[config.mk]
export PLATFORM = sky130hd
export DESIGN_NAME = bab_host_ctrl
export DESIGN_NICKNAME = d
export VERILOG_FILES = /design/src/bab_pkg.sv /design/src/bab_host_ctrl.sv /design/src/bab_sync.sv /design/src/bab_timeout.sv
export SDC_FILE = /design/constraint.sdc
export NUM_CORES = 1
export LEC_CHECK = 0
export BUFFER_PORTS_ARGS = -buffer_cell sky130_fd_sc_hd__buf_2
export CAP_MARGIN = 30
export CORE_MARGIN = 8
export CORE_UTILIZATION = 50
export DETAILED_ROUTE_END_ITERATION = 7
export GPL_TIMING_DRIVEN = 0
export PLACE_DENSITY = 0.76
export SLEW_MARGIN = 20
export SYNTH_ARGS = -nofsm -noshare
export SYNTH_HDL_FRONTEND = slang
export SYNTH_HIERARCHICAL = 1
export SYNTH_SLANG_ARGS = --single-unit
[constraint.sdc]
create_clock -name MCLK -period 7.9 [get_ports MCLK]
set_clock_uncertainty 0.2 [all_clocks]
set_input_delay 1.185 -clock MCLK [delete_from_list [all_inputs] [get_ports MCLK]]
set_output_delay 1.185 -clock MCLK [all_outputs]
set_load 0.05 [all_outputs]
[src/bab_pkg.sv]
// Purpose: Shared constants and carrier types for the backplane bus master module
// Assumes: MCLK at 20 MHz; bus pins are open collector, low means asserted
// Notes:   Pin structs carry raw pin levels; out fields are always low when enabled
package bab_pkg;

    localparam int          DAL_W       = 22;
    localparam int          DATA_W      = 16;
    localparam int          CNT_W       = 8;
    localparam int          CLK_NS      = 50;
    localparam int          TMO_NS      = 10000;
    localparam int          TMO_CYC     = TMO_NS / CLK_NS;
    localparam int          SETTLE_CYC  = 2;
    localparam int          SYNC_STAGES = 2;
    localparam logic        PIN_LOW     = 1'b0;
    localparam logic [15:0] VECTOR_DEF  = 16'h00C0;

    // One open-collector line: level driven and its enable
    typedef struct packed {
        logic out;
        logic oe;
    } bab_oc_t;

    // Raw pin levels as seen on the backplane
    typedef struct packed {
        logic [DAL_W-1:0] dal;
        logic             sync;
        logic             din;
        logic             dout;
        logic             rply;
        logic             sack;
        logic             iak_in;
        logic             dmg_in;
        logic             init;
    } bab_bus_in_t;

    typedef struct packed {
        logic [DAL_W-1:0] dal_out;
        logic [DAL_W-1:0] dal_oe;
        bab_oc_t          sync;
        bab_oc_t          din;
        bab_oc_t          dout;
        bab_oc_t          rply;
        bab_oc_t          bs7;
        bab_oc_t          wtbt;
        bab_oc_t          irq4;
        bab_oc_t          dmr;
        bab_oc_t          sack;
    } bab_bus_out_t;

    // Block transfer request from the user side
    typedef struct packed {
        logic             write;
        logic             io_page;
        logic [DAL_W-1:0] addr;
        logic [CNT_W-1:0] words_m1;
    } bab_cmd_t;

endpackage : bab_pkg

[src/bab_host_ctrl.sv]
// Purpose: Bus module that masters block reads and writes and requests interrupts
// Assumes: Processor owns arbitration and heads both grant chains
// Notes:   All pins pass two flops before use; drivers only pull low
`timescale 1ns/1ps
module bab_host_ctrl #(
    parameter int          TMO_CYCLES = bab_pkg::TMO_CYC,
    parameter logic [15:0] INT_VECTOR = bab_pkg::VECTOR_DEF
) (
    input  wire logic                 MCLK,
    input  wire logic                 RST,
    input  wire bab_pkg::bab_bus_in_t BUS_IN,
    output bab_pkg::bab_bus_out_t     BUS_OUT,
    output logic                      IAK_CHAIN_OUT_N,
    output logic                      DMG_CHAIN_OUT_N,
    input  wire logic                 CMD_VALID,
    output logic                      CMD_READY,
    input  wire bab_pkg::bab_cmd_t    CMD,
    input  wire logic [15:0]          WR_DATA,
    input  wire logic                 WR_VALID,
    output logic                      WR_READY,
    output logic [15:0]               RD_DATA,
    output logic                      RD_VALID,
    output logic                      DONE,
    output logic                      TIMEOUT_ERR,
    input  wire logic                 IRQ_REQ,
    output logic                      IRQ_PENDING
);
    import bab_pkg::*;

    typedef enum logic [3:0] {
        IDLE, REQ, GRANT, ADDR, ASYNC, DATA, XFER, XEND, FINISH, FAIL
    } bab_state_t;

    localparam logic [1:0] SETTLE = 2'(SETTLE_CYC);

    bab_state_t       state_reg;
    bab_state_t       state_next;
    bab_bus_in_t      pins_s;
    bab_bus_in_t      bus_a;
    bab_cmd_t         cmd_reg;
    logic [CNT_W-1:0] words_left_reg;
    logic [1:0]       settle_reg;
    logic [15:0]      wdata_reg;
    logic [DAL_W-1:0] dal_drv_reg;
    logic             sync_reg;
    logic             din_reg;
    logic             dout_reg;
    logic             bs7_reg;
    logic             wtbt_reg;
    logic             dmr_reg;
    logic             sack_reg;
    logic             irq_pend_reg;
    logic             vec_reg;
    logic             vec_next;
    logic             tmo_expired;
    logic             waiting;

    function automatic logic in_cycle(input bab_state_t s);
        return (s == ASYNC) || (s == DATA) || (s == XFER) || (s == XEND);
    endfunction : in_cycle

    // Pin synchronisers
    bab_sync #(
        .WIDTH ($bits(bab_bus_in_t))
    ) u_sync (
        .clk      (MCLK),
        .rst      (RST),
        .async_in (BUS_IN),
        .sync_out (pins_s)
    );

    // Low on the pin means asserted
    assign bus_a = bab_bus_in_t'(~pins_s);

    assign waiting = (state_reg == XFER) || (state_reg == XEND);

    // Reply watchdog
    bab_timeout #(
        .LIMIT (TMO_CYCLES)
    ) u_tmo (
        .clk     (MCLK),
        .rst     (RST),
        .run     (waiting),
        .restart (state_next != state_reg),
        .expired (tmo_expired)
    );

    // Master sequence
    always_comb begin
        state_next = state_reg;
        case (state_reg)
            IDLE:   if (CMD_VALID) state_next = REQ;
            REQ:    if (bus_a.dmg_in) state_next = GRANT;
            GRANT:  if (!bus_a.sync && !bus_a.rply) state_next = ADDR;
            ADDR:   if (settle_reg == SETTLE) state_next = ASYNC;
            ASYNC:  state_next = DATA;
            DATA:   if (!cmd_reg.write || WR_VALID) state_next = XFER;
            XFER: begin
                if (bus_a.rply) state_next = XEND;
                else if (tmo_expired) state_next = FAIL;
            end
            XEND: begin
                if (!bus_a.rply) begin
                    state_next = (words_left_reg == '0) ? FINISH : DATA;
                end else if (tmo_expired) begin
                    state_next = FAIL;
                end
            end
            FINISH: state_next = IDLE;
            FAIL:   state_next = IDLE;
            default: state_next = IDLE;
        endcase
    end

    always_ff @(posedge MCLK) begin
        if (RST || bus_a.init) begin
            state_reg <= IDLE;
        end else begin
            state_reg <= state_next;
        end
    end

    // Command capture and word counting
    always_ff @(posedge MCLK) begin
        if (RST) begin
            cmd_reg        <= '0;
            words_left_reg <= '0;
        end else if (state_reg == IDLE && CMD_VALID) begin
            cmd_reg        <= CMD;
            words_left_reg <= CMD.words_m1;
        end else if (state_reg == XEND && !bus_a.rply && words_left_reg != '0) begin
            words_left_reg <= words_left_reg - CNT_W'(1);
        end
    end

    // Address settle time before sync
    always_ff @(posedge MCLK) begin
        if (RST || state_reg != ADDR) begin
            settle_reg <= '0;
        end else if (settle_reg != SETTLE) begin
            settle_reg <= settle_reg + 2'h1;
        end
    end

    // Write data capture
    always_ff @(posedge MCLK) begin
        if (RST) begin
            wdata_reg <= '0;
        end else if (WR_READY && WR_VALID) begin
            wdata_reg <= WR_DATA;
        end
    end

    // Read data capture
    always_ff @(posedge MCLK) begin
        if (RST) begin
            RD_DATA  <= '0;
            RD_VALID <= 1'b0;
        end else begin
            RD_VALID <= 1'b0;
            if (state_reg == XFER && bus_a.rply && !cmd_reg.write) begin
                RD_DATA  <= bus_a.dal[15:0];
                RD_VALID <= 1'b1;
            end
        end
    end

    // Completion pulses
    always_ff @(posedge MCLK) begin
        if (RST) begin
            DONE        <= 1'b0;
            TIMEOUT_ERR <= 1'b0;
        end else begin
            DONE        <= state_reg == FINISH;
            TIMEOUT_ERR <= state_reg == FAIL;
        end
    end

    // Control line drivers, set from the next state
    always_ff @(posedge MCLK) begin
        if (RST || bus_a.init) begin
            dmr_reg  <= 1'b0;
            sack_reg <= 1'b0;
            sync_reg <= 1'b0;
            din_reg  <= 1'b0;
            dout_reg <= 1'b0;
            bs7_reg  <= 1'b0;
            wtbt_reg <= 1'b0;
        end else begin
            dmr_reg  <= state_next == REQ;
            sack_reg <= (state_next != IDLE) && (state_next != REQ) && (state_next != FAIL);
            sync_reg <= in_cycle(state_next);
            din_reg  <= (state_next == XFER) && !cmd_reg.write;
            dout_reg <= (state_next == XFER) && cmd_reg.write;
            bs7_reg  <= (state_next == ADDR || state_next == ASYNC) && cmd_reg.io_page;
            wtbt_reg <= (state_next == ADDR || state_next == ASYNC) && cmd_reg.write;
        end
    end

    // Address or data on the shared lines
    always_ff @(posedge MCLK) begin
        if (RST || bus_a.init) begin
            dal_drv_reg <= '0;
        end else if (vec_next) begin
            dal_drv_reg <= DAL_W'(INT_VECTOR);
        end else if (state_next == ADDR || state_next == ASYNC) begin
            dal_drv_reg <= cmd_reg.addr;
        end else if ((state_next == XFER || state_next == XEND) && cmd_reg.write) begin
            dal_drv_reg <= DAL_W'(state_reg == DATA ? WR_DATA : wdata_reg);
        end else begin
            dal_drv_reg <= '0;
        end
    end

    // Interrupt request and vector reply
    always_comb begin
        vec_next = vec_reg;
        if (!vec_reg && irq_pend_reg && bus_a.iak_in && bus_a.din) vec_next = 1'b1;
        else if (vec_reg && !bus_a.din) vec_next = 1'b0;
    end

    always_ff @(posedge MCLK) begin
        if (RST || bus_a.init) begin
            vec_reg      <= 1'b0;
            irq_pend_reg <= 1'b0;
        end else begin
            vec_reg <= vec_next;
            if (IRQ_REQ) irq_pend_reg <= 1'b1;
            else if (vec_reg && !vec_next) irq_pend_reg <= 1'b0;
        end
    end

    // Daisy chains pass onward when not claimed
    always_ff @(posedge MCLK) begin
        if (RST) begin
            IAK_CHAIN_OUT_N <= 1'b1;
            DMG_CHAIN_OUT_N <= 1'b1;
        end else begin
            IAK_CHAIN_OUT_N <= !(bus_a.iak_in && !irq_pend_reg);
            DMG_CHAIN_OUT_N <= !(bus_a.dmg_in && state_reg == IDLE && !CMD_VALID);
        end
    end

    // Open-collector outputs, never driven high
    assign BUS_OUT.dal_out = '0;
    assign BUS_OUT.dal_oe  = dal_drv_reg;
    assign BUS_OUT.sync    = '{out: PIN_LOW, oe: sync_reg};
    assign BUS_OUT.din     = '{out: PIN_LOW, oe: din_reg};
    assign BUS_OUT.dout    = '{out: PIN_LOW, oe: dout_reg};
    assign BUS_OUT.rply    = '{out: PIN_LOW, oe: vec_reg};
    assign BUS_OUT.bs7     = '{out: PIN_LOW, oe: bs7_reg};
    assign BUS_OUT.wtbt    = '{out: PIN_LOW, oe: wtbt_reg};
    assign BUS_OUT.irq4    = '{out: PIN_LOW, oe: irq_pend_reg};
    assign BUS_OUT.dmr     = '{out: PIN_LOW, oe: dmr_reg};
    assign BUS_OUT.sack    = '{out: PIN_LOW, oe: sack_reg};

    assign CMD_READY   = (state_reg == IDLE) && !bus_a.init;
    assign WR_READY    = (state_reg == DATA) && cmd_reg.write;
    assign IRQ_PENDING = irq_pend_reg;
endmodule : bab_host_ctrl

[src/bab_sync.sv]
// Purpose: Two-stage synchroniser for asynchronous bus pins
// Assumes: Inputs change without regard to MCLK
// Notes:   First stage is read only by the second
`timescale 1ns/1ps
module bab_sync #(
    parameter int WIDTH = 1
) (
    input  wire logic             clk,
    input  wire logic             rst,
    input  wire logic [WIDTH-1:0] async_in,
    output logic      [WIDTH-1:0] sync_out
);
    logic [WIDTH-1:0] meta_reg;

    // Pins idle high, so reset to the negated level
    always_ff @(posedge clk) begin
        if (rst) begin
            meta_reg <= '1;
            sync_out <= '1;
        end else begin
            meta_reg <= async_in;
            sync_out <= meta_reg;
        end
    end

endmodule : bab_sync

[src/bab_timeout.sv]
// Purpose: Reply watchdog counting MCLK cycles while a reply is awaited
// Assumes: restart pulses on every handshake step
// Notes:   expired is a level held until run drops or restart
`timescale 1ns/1ps
module bab_timeout #(
    parameter int LIMIT = 200
) (
    input  wire logic clk,
    input  wire logic rst,
    input  wire logic run,
    input  wire logic restart,
    output logic      expired
);
    localparam int CW = $clog2(LIMIT + 1);
    localparam logic [CW-1:0] LIM = CW'(LIMIT);

    logic [CW-1:0] cnt_reg;

    always_ff @(posedge clk) begin
        if (rst || !run || restart) begin
            cnt_reg <= '0;
            expired <= 1'b0;
        end else if (cnt_reg != LIM) begin
            cnt_reg <= cnt_reg + CW'(1);
            expired <= (cnt_reg + CW'(1)) == LIM;
        end
    end

endmodule : bab_timeout

Yosys cells after proc, flatten, opt, wreduce, memory -nomap -nowiden
Cells that the tools add are included.
- register bits: 163
- output and inout bits: 86
- bits of input ports: 83
- word-level logic and storage cells: 130
- mux-type cells: 21
- reduce and logical (&&, ||, !) cells: 54
- $add $sub $neg: 3
- eq/ne operators: 23
- bitwise logic cells: 1
- operator list (cell ; number):
    $mux W4 ; 9
    $eq A4 B3 Y1 const B ; 8
    $mux W16 ; 2
    $pmux W4 S8 ; 1
    $logic_and A1 B1 Y1 ; 24
    $mux W8 ; 3
    $not A24 Y24 ; 1
    $mux W22 ; 1
    $eq A4 B2 Y1 const B ; 3
    $logic_not A1 Y1 ; 12
    $logic_or A1 B1 Y1 ; 11
    $add A8 B1 Y8 const B ; 1
    $eq A4 B1 Y1 const B ; 2
    $eq A4 B4 Y1 const B ; 2
    $eq A8 B8 Y1 const B ; 1
    $logic_not A8 Y1 ; 1
    $ne A8 B8 Y1 const B ; 1
    $reduce_bool A8 Y1 ; 1
    $sub A8 B1 Y8 const B ; 1
    $mux W1 ; 5
    $logic_not A4 Y1 ; 1
    $ne A4 B1 Y1 const B ; 1
    $ne A4 B2 Y1 const B ; 1
    $ne A4 B4 Y1 ; 1
    other kinds (7) ; 8

Longest topological paths before layout
Gate-level depths: netlist (run 1).
- depth after elaboration: 11
- mapped depth: 11

Hierarchy
Netlist (run 1), hierarchy kept.
- by module, submodules not included (module ; instances ; cells each ; area an instance (µm²)):
    bab_host_ctrl ; 1 ; 521 ; 4561.9
    bab_sync ; 1 ; 126 ; 1644.1
    bab_timeout ; 1 ; 48 ; 455.4

Least setup slack after synthesis (run 1)
Ideal clock, no wire load.
- path kind: input to register
- start point: input port WR_VALID
- end point: register u_tmo.expired
- setup slack: 4.343 ns
- stages on the path: 9
- arrival: 3.298 ns
- cells stage by stage: nand2b_1 a221oi_1 nor4_4 xnor2_1 or3_1 or3b_2 clkbuf_1 a2111oi_2 a31o_1
- longest elaborated chain between the ends: 5
- ends and longest elaborated chain (what ; line ; text):
    start, declared ; bab_host_ctrl.sv:19 ; input wire logic WR_VALID,
    $logic_or A1 B1 Y1 ; bab_host_ctrl.sv:97 ; DATA: if (!cmd_reg.write || WR_VALID) state_next = XFER;
    $mux W4 ; bab_host_ctrl.sv:97 ;
    $pmux W4 S8 ; bab_host_ctrl.sv:91 ; case (state_reg)
    $ne A4 B4 Y1 ; bab_host_ctrl.sv:84 ; .restart (state_next != state_reg),
    $logic_or A1 B1 Y1 ; bab_timeout.sv:20 ; if (rst || !run || restart) begin
    end signal, assigned ; bab_timeout.sv:22 ; expired <= 1'b0;
    end signal, assigned ; bab_timeout.sv:25 ; expired <= (cnt_reg + CW'(1)) == LIM;
    end, declared ; bab_timeout.sv:12 ; output logic expired
No other way between the ends.
A chain may end at the register's enable or synchronous reset.

Final worst setup path (run 1)
- start point: register state_reg[1]
- end point: output port CMD_READY
- longest elaborated chain between the ends: 2
- ends and longest elaborated chain (what ; line ; text):
    start, declared ; bab_host_ctrl.sv:36 ; bab_state_t state_reg;
    start signal, assigned ; bab_host_ctrl.sv:119 ; state_reg <= state_next;
    $logic_not A4 Y1 ; bab_host_ctrl.sv:257 ; assign CMD_READY = (state_reg == IDLE) && !bus_a.init;
    $logic_and A1 B1 Y1 ; bab_host_ctrl.sv:257 ;
    end, declared ; bab_host_ctrl.sv:16 ; output logic CMD_READY,
No other way between the ends.

==> flow_metrics.py, run 1 <==
metrics = {
    "drt": {
        "drtIter0Drc": 237,
        "wire_per_inst_microns": 13.8,
        "route.detailed.drc": 0,
        "vias": 4851,
        "wl_microns": 14200,
        "antenna_left": 0,
        "vias_per_cell": 4.73,
        "drt-pass1-iter-count": 4,
    },
    "clock_tree": {
        "h-tree-depth": 4,
        "post_cts_resized": 0,
        "numCtsBuffers": 17,
        "root_buffer": "clkbuf_16",
        "post-cts-setup-buffer-count": 0,
        "clk_pin_slew_worst_paths_ps": 60,
        "cts_tree": "yes",
        "cts.sinks": 159,
        "ctsHoldBuffers": 0,
        "clock_path_buffers": 2,
        "clk_latency_ps": 420,
    },
    "timing": {
        "fin_setup_tns_ps": 0,
        "drv_slew": 0,
        "slew_headroom_pct": 44.0,
        "finalHoldViolCount": 0,
        "fmax_mhz": 281,
        "setup_viol": 0,
        "rsz0062_at_grt": "false",
        "period_share_pct": 45.0,
        "fin_crit_ps": 3560,
        "tightest_slew_ps": 833,
    },
    "cells_and_area": {
        "largest_register_ffs": 24,
        "drive_gt1_share_pct": 28.3,
        "seqCellArea_sq_um": 3180,
        "fin_util_pct": 62.5,
        "antenna_cells": 0,
        "layout.nets": 928,
        "multiInputGateArea_sq_um": 2610,
        "fill_cells": 1094,
        "area_growth_pct": 24.4,
    },
    "logic_synthesis": {
        "synth.avg_cell_area_sq_um": 9.41,
        "yosysWarnings": 6,
        "syn-cell-area_sq_um": 6240,
        "synth_cells": 663,
    },
    "global_route": {
        "antenna_found_initial": 0,
        "grt_usage_pct": 17.6,
        "grt_pass1_vias": 4646,
        "overflow": 0,
        "grt_max_degree": 17,
        "grt_pass1_wl_microns": 22800,
    },
    "setup_path": {
        "path_delay_family": "simple AND/OR/NAND/NOR gates",
        "path_buf_inv": 2,
        "r2r_slack_ps": 4510,
        "slowest_delay_ps": 720,
        "critPathArrivalTime_ps": 2170,
        "cpMaxStageDelayCell": "nor4_1",
        "crit_path_start_kind": "flip-flop",
        "worstSetupPathType": "reg -> out",
        "crit_fanout": 10,
        "critical_path.cell_chain": "buf_4 > nor4_1 > and2_1 > buf_2",
        "critPathCaptureType": "primary output",
        "critPathRequiredTime_ps": 6510,
    },
    "outcome": {
        "status": "complete, no violations",
    },
    "floorplanning": {
        "die_w_microns": 128,
        "initial_utilization_pct": 50.3,
        "die_y_microns": 128,
        "die-area_sq_um": 16300,
        "rows": 41,
        "ios": 169,
        "core_area_sq_um": 12400,
    },
    "worst_hold_path": {
        "hold_path_class": "reg -> reg",
    },
    "placed_design": {
        "gp_congestion": 0.854,
        "placement.io_buffers": 129,
        "dp_hpwl_microns": 10400,
    },
    "power": {
        "p_total_mw": 1.75,
        "clkPwrFrac_pct": 42.9,
        "power.density_nw_per_um2": 225,
        "p_sw_mw": 0.448,
        "peakVddDrop_mv": 0.140,
        "comb_power_share_pct": 9.2,
        "p_int_mw": 1.30,
        "leakage_nw": 3.25,
        "p_seq_share_pct": 48.0,
        "sw_frac_of_total_pct": 25.6,
    },
    "run": {
        "drv_cap": 0,
    },
}
-- path summary, 6_finish.rpt --
| path | from | endpoint | depth (start not counted) |
|---|---|---|---|
| hold / removal | u_sync/meta_reg[4] | u_sync/sync_out[4] | 1 |
| setup / recovery | state_reg[1] | CMD_READY | 4 |
| setup reg to reg | state_reg[1] | u_tmo/expired | 10 |
| hold reg to reg | u_sync/meta_reg[4] | u_sync/sync_out[4] | 1 |
-- worst register-to-register path: stages, from the launching register on --
cell and delay, ps:
dfxtp_1 330, buf_4 170, nor4_1 730, a32o_1 270, nor4_4 80, xnor2_1 140, or3_1 340, or3b_2 430
clkbuf_1 240, a2111oi_2 280, a31o_1 140
-- routing by layer --
metal | wire [microns] | vias to the layer above | global-route usage [%]
met1 | 6050 | 2201 | 20.5
met4 | 138 | 0 | 6.29
met2 | 6870 | 144 | 29.4
li1 | - | 2497 | -
met3 | 1100 | 9 | 6.28
met5 | 0 | - | 0
-- final cells by class --
cell class,instances,area share (%)
buffer,80,6.79
clock buffer,19,5.71
sequential,159,41.0
tap,172,2.77
clock inverter,13,1.34
inverter,9,0.435
timing repair buffer,129,8.32
multi-input combinational,445,33.6
-- cells in the final DEF, fill, tap and decap left out, drive strengths merged, types with 2 or more instances in the layout --
cell	n
a211oi	24
a21oi	52
a31oi	2
and2	14
and3	4
and4b	2
and4bb	2
buf	184
clkbuf	44
clkinv	4
clkinvlp	4
conb	31
dfxtp	159
ha	4
inv	14
mux2	3
mux2i	16
nand2	107
nand2b	7
nand3	3
nand3b	2
nand4	2
nand4b	2
nor2	43
nor2b	6
nor3	6
nor3b	4
nor4	6
o2111ai	2
o211ai	3
o21ai	16
o22ai	2
or2	44
or3	3
or3b	4
xnor2	6
xor2	10
-- stage by stage --
stage	instances	hold slack, ps	worst slack [ps]	instance area (sq um)
2_1_floorplan	693	183	4340	6350
3_3_place_gp	994	186	4000	7210
3_5_place_dp	994	188	4020	7210
4_1_cts	1026	202	4330	7760
5_1_grt	1026	218	4190	7760
6_report	1026	201	4340	7760
-- power by group through the flow --
stage                     clock, mW  combinational, mW  sequential [mW]
after global routing          0.802              0.174            0.841
after global placement            0              0.159            0.856
after floorplan                   0              0.116            0.857
after detailed placement          0              0.160            0.857
after CTS                     0.766              0.160            0.839
final                         0.749              0.160            0.839
Power figures use the tool's default switching activity.
==> run 2: changes to the inputs <==
Settings changed: CORE_UTILIZATION 50 to 48.
Clock period 7.9 ns to 3.21 ns, I/O delays scaled along.
==> run 2 against run 1 <==
  * Die area rose by 3.6%
  * Routed wire length rose by 2.6%
  * Register-to-register slack got worse by 4300 ps
  * Critical path type is now reg -> reg
  * Final cell count barely moved
  * Core utilization fell by 0.36 points
  * Global-route usage fell by 0.26 points
  * Largest cell class unchanged
  * Via count rose by 1.2%
  * Hold slack got worse by 180 ps
  * Sequential share of layout area fell by 0.60 points
  * Clock power rose to 2.8 times the previous value
  * Non-clock buffer count rose by 1
  * Highest routed layer unchanged
==> flow_metrics.py, run 2 (synthesis gave the netlist of run 1 again) <==
metrics = {
    "timing": {
        "period_share_pct": 92.3,
        "fmax_mhz": 337,
        "setup_viol": 0,
        "slew_headroom_pct": 47.5,
        "finalHoldViolCount": 0,
        "tightest_slew_ps": 788,
        "rsz0062_at_grt": "false",
        "drv_slew": 0,
        "fin_crit_ps": 2960,
    },
    "setup_path": {
        "critPathCaptureType": "flip-flop",
        "slowest_delay_ps": 450,
        "critPathRequiredTime_ps": 3380,
        "r2r_start": "words_left_reg[0]",
        "crit_path_start_kind": "flip-flop",
        "path_buf_inv": 1,
        "path_delay_family": "simple AND/OR/NAND/NOR gates",
        "r2r_end": "u_tmo/expired",
        "worstSetupPathType": "reg -> reg",
        "r2r_slack_ps": 250,
        "critPathArrivalTime_ps": 3140,
        "cpMaxStageDelayCell": "or3b_4",
        "r2r_cells": 10,
        "crit_fanout": 10,
        "critical_path.cell_chain": "inv_1 > ha_1 > nor3b_4 > a211oi_4 > nor4_4 > xnor2_1 > or3_1 > or3b_4 > a2111oi_2 > a31o_1",
    },
    "power": {
        "p_sw_mw": 1.08,
        "p_total_mw": 4.58,
        "clkPwrFrac_pct": 46.1,
        "leakage_nw": 3.30,
        "p_seq_share_pct": 45.1,
        "p_int_mw": 3.50,
        "comb_power_share_pct": 8.8,
        "power.density_nw_per_um2": 582,
        "peakVddDrop_mv": 0.411,
        "sw_frac_of_total_pct": 23.5,
    },
    "placed_design": {
        "placement.io_buffers": 129,
        "placed_cell_area_sq_um": 7210,
        "gp_congestion": 0.837,
        "dp_hpwl_microns": 10700,
        "dp.cells": 994,
    },
    "cells_and_area": {
        "seqCellArea_sq_um": 3180,
        "antenna_cells": 0,
        "stdcell_count": 1027,
        "final_common_cell": "dfxtp_1",
        "multiInputGateArea_sq_um": 2630,
        "layout.nets": 929,
        "design_area_sq_um": 7880,
        "largest_register_ffs": 24,
        "area_growth_pct": 26.2,
        "drive_gt1_share_pct": 28.8,
        "fill_cells": 1116,
        "most-common-layout-cells": "dfxtp_1 (159), buf_2 (133), nand2_1 (106), a21oi_1 (52), or2_1 (44)",
    },
    "clock_tree": {
        "h-tree-depth": 4,
        "clk_pin_slew_worst_paths_ps": 60,
        "clk_latency_ps": 430,
        "clock_path_buffers": 2,
        "cts.sinks": 159,
        "cts_tree": "yes",
        "root_buffer": "clkbuf_16",
        "numCtsBuffers": 17,
    },
    "global_route": {
        "grt_max_degree": 17,
        "grt_pass1_vias": 4572,
        "grt_pass1_wl_microns": 22600,
        "antenna_found_initial": 0,
        "grt_usage_pct": 17.4,
        "overflow": 0,
    },
    "drt": {
        "antenna_left": 0,
        "wl_microns": 14500,
        "vias_per_cell": 4.78,
        "drtIter0Drc": 281,
        "drt-pass1-iter-count": 5,
        "vias": 4911,
        "wire_per_inst_microns": 14.1,
        "route.detailed.drc": 0,
    },
    "worst_hold_path": {
        "hold_start": "BUS_IN[19]",
        "hold_path_end": "u_sync/meta_reg[19]",
        "hold_path_class": "in -> reg",
        "hold-path-cell-count": 2,
    },
    "floorplanning": {
        "die-area_sq_um": 16900,
        "initial_utilization_pct": 49.3,
        "core_area_sq_um": 12700,
        "ios": 169,
        "die_w_microns": 130,
        "die_y_microns": 130,
        "rows": 41,
    },
    "run": {
        "drv_cap": 0,
    },
    "outcome": {
        "status": "complete, no violations",
    },
}
==> run 2: cell types whose count changed in the layout (fill, tap and decap cells not counted), moves of 2 or more <==
cell / change
buf_4: +2
bufinv_16: +4
clkinvlp_4: +2
inv_6: -3
==> run 2: power groups by stage <==
stage / sequential [mW] / clock (mW) / combinational (mW)
after global placement: 2.11 / 0 / 0.391
after detailed placement: 2.11 / 0 / 0.394
after CTS: 2.07 / 2.16 / 0.400
final: 2.07 / 2.11 / 0.401
after floorplan: 2.11 / 0 / 0.286
after global routing: 2.07 / 2.26 / 0.435
==> run 2: per-layer routing <==
| layer | wire length [microns] | up-vias | track usage, % |
|---|---|---|---|
| met1 | 6270 | 2217 | 21.0 |
| met4 | 218 | 0 | 7.38 |
| met2 | 6710 | 174 | 27.0 |
| li1 | - | 2502 | - |
| met5 | 0 | - | 0 |
| met3 | 1330 | 18 | 6.69 |
==> run 2: what timing repair did <==
item,4_1_cts,5_1_grt
setup endpoints to repair,5,3
pin swaps,1,1
gates resized for setup,3,1
buffers inserted,1,1
hold buffers,0,0
==> run 2: cell type report <==
| cell class | count | area share (%) |
|---|---|---|
| Sequential cell | 159 | 40.4 |
| Buffer | 79 | 6.64 |
| Tap cell | 172 | 2.73 |
| Inverter | 9 | 0.429 |
| Clock buffer | 19 | 5.62 |
| Timing Repair Buffer | 131 | 8.39 |
| Clock inverter | 13 | 2.38 |
| Multi-Input combinational cell | 445 | 33.4 |
==> run 2: worst max path at each step <==
| stage | start | to | slack, ps | cells past startpoint |
|---|---|---|---|---|
| 3_3_place_gp | words_left_reg[0] | u_tmo/expired | -230 | 11 |
| 3_5_place_dp | words_left_reg[0] | u_tmo/expired | -230 | 11 |
| 2_1_floorplan | words_left_reg[0] | u_tmo/expired | 210 | 11 |
| 4_1_cts | words_left_reg[0] | u_tmo/expired | 10 | 11 |
| 6_report | words_left_reg[0] | u_tmo/expired | 250 | 10 |
| 5_1_grt | words_left_reg[0] | u_tmo/expired | 80 | 10 |
==> run 2: stage by stage <==
stage | utilization, % | TNS [ps] | setup WS [ps] | hold slack (ps)
2_1_floorplan | - | 0 | 213 | 183
3_3_place_gp | 56.9 | -329 | -233 | 185
3_5_place_dp | 56.9 | -415 | -232 | 189
4_1_cts | 62.1 | 0 | 13.3 | 3.95
5_1_grt | 62.2 | 0 | 78.4 | 12.4
6_report | 62.2 | 0 | 247 | 20.7
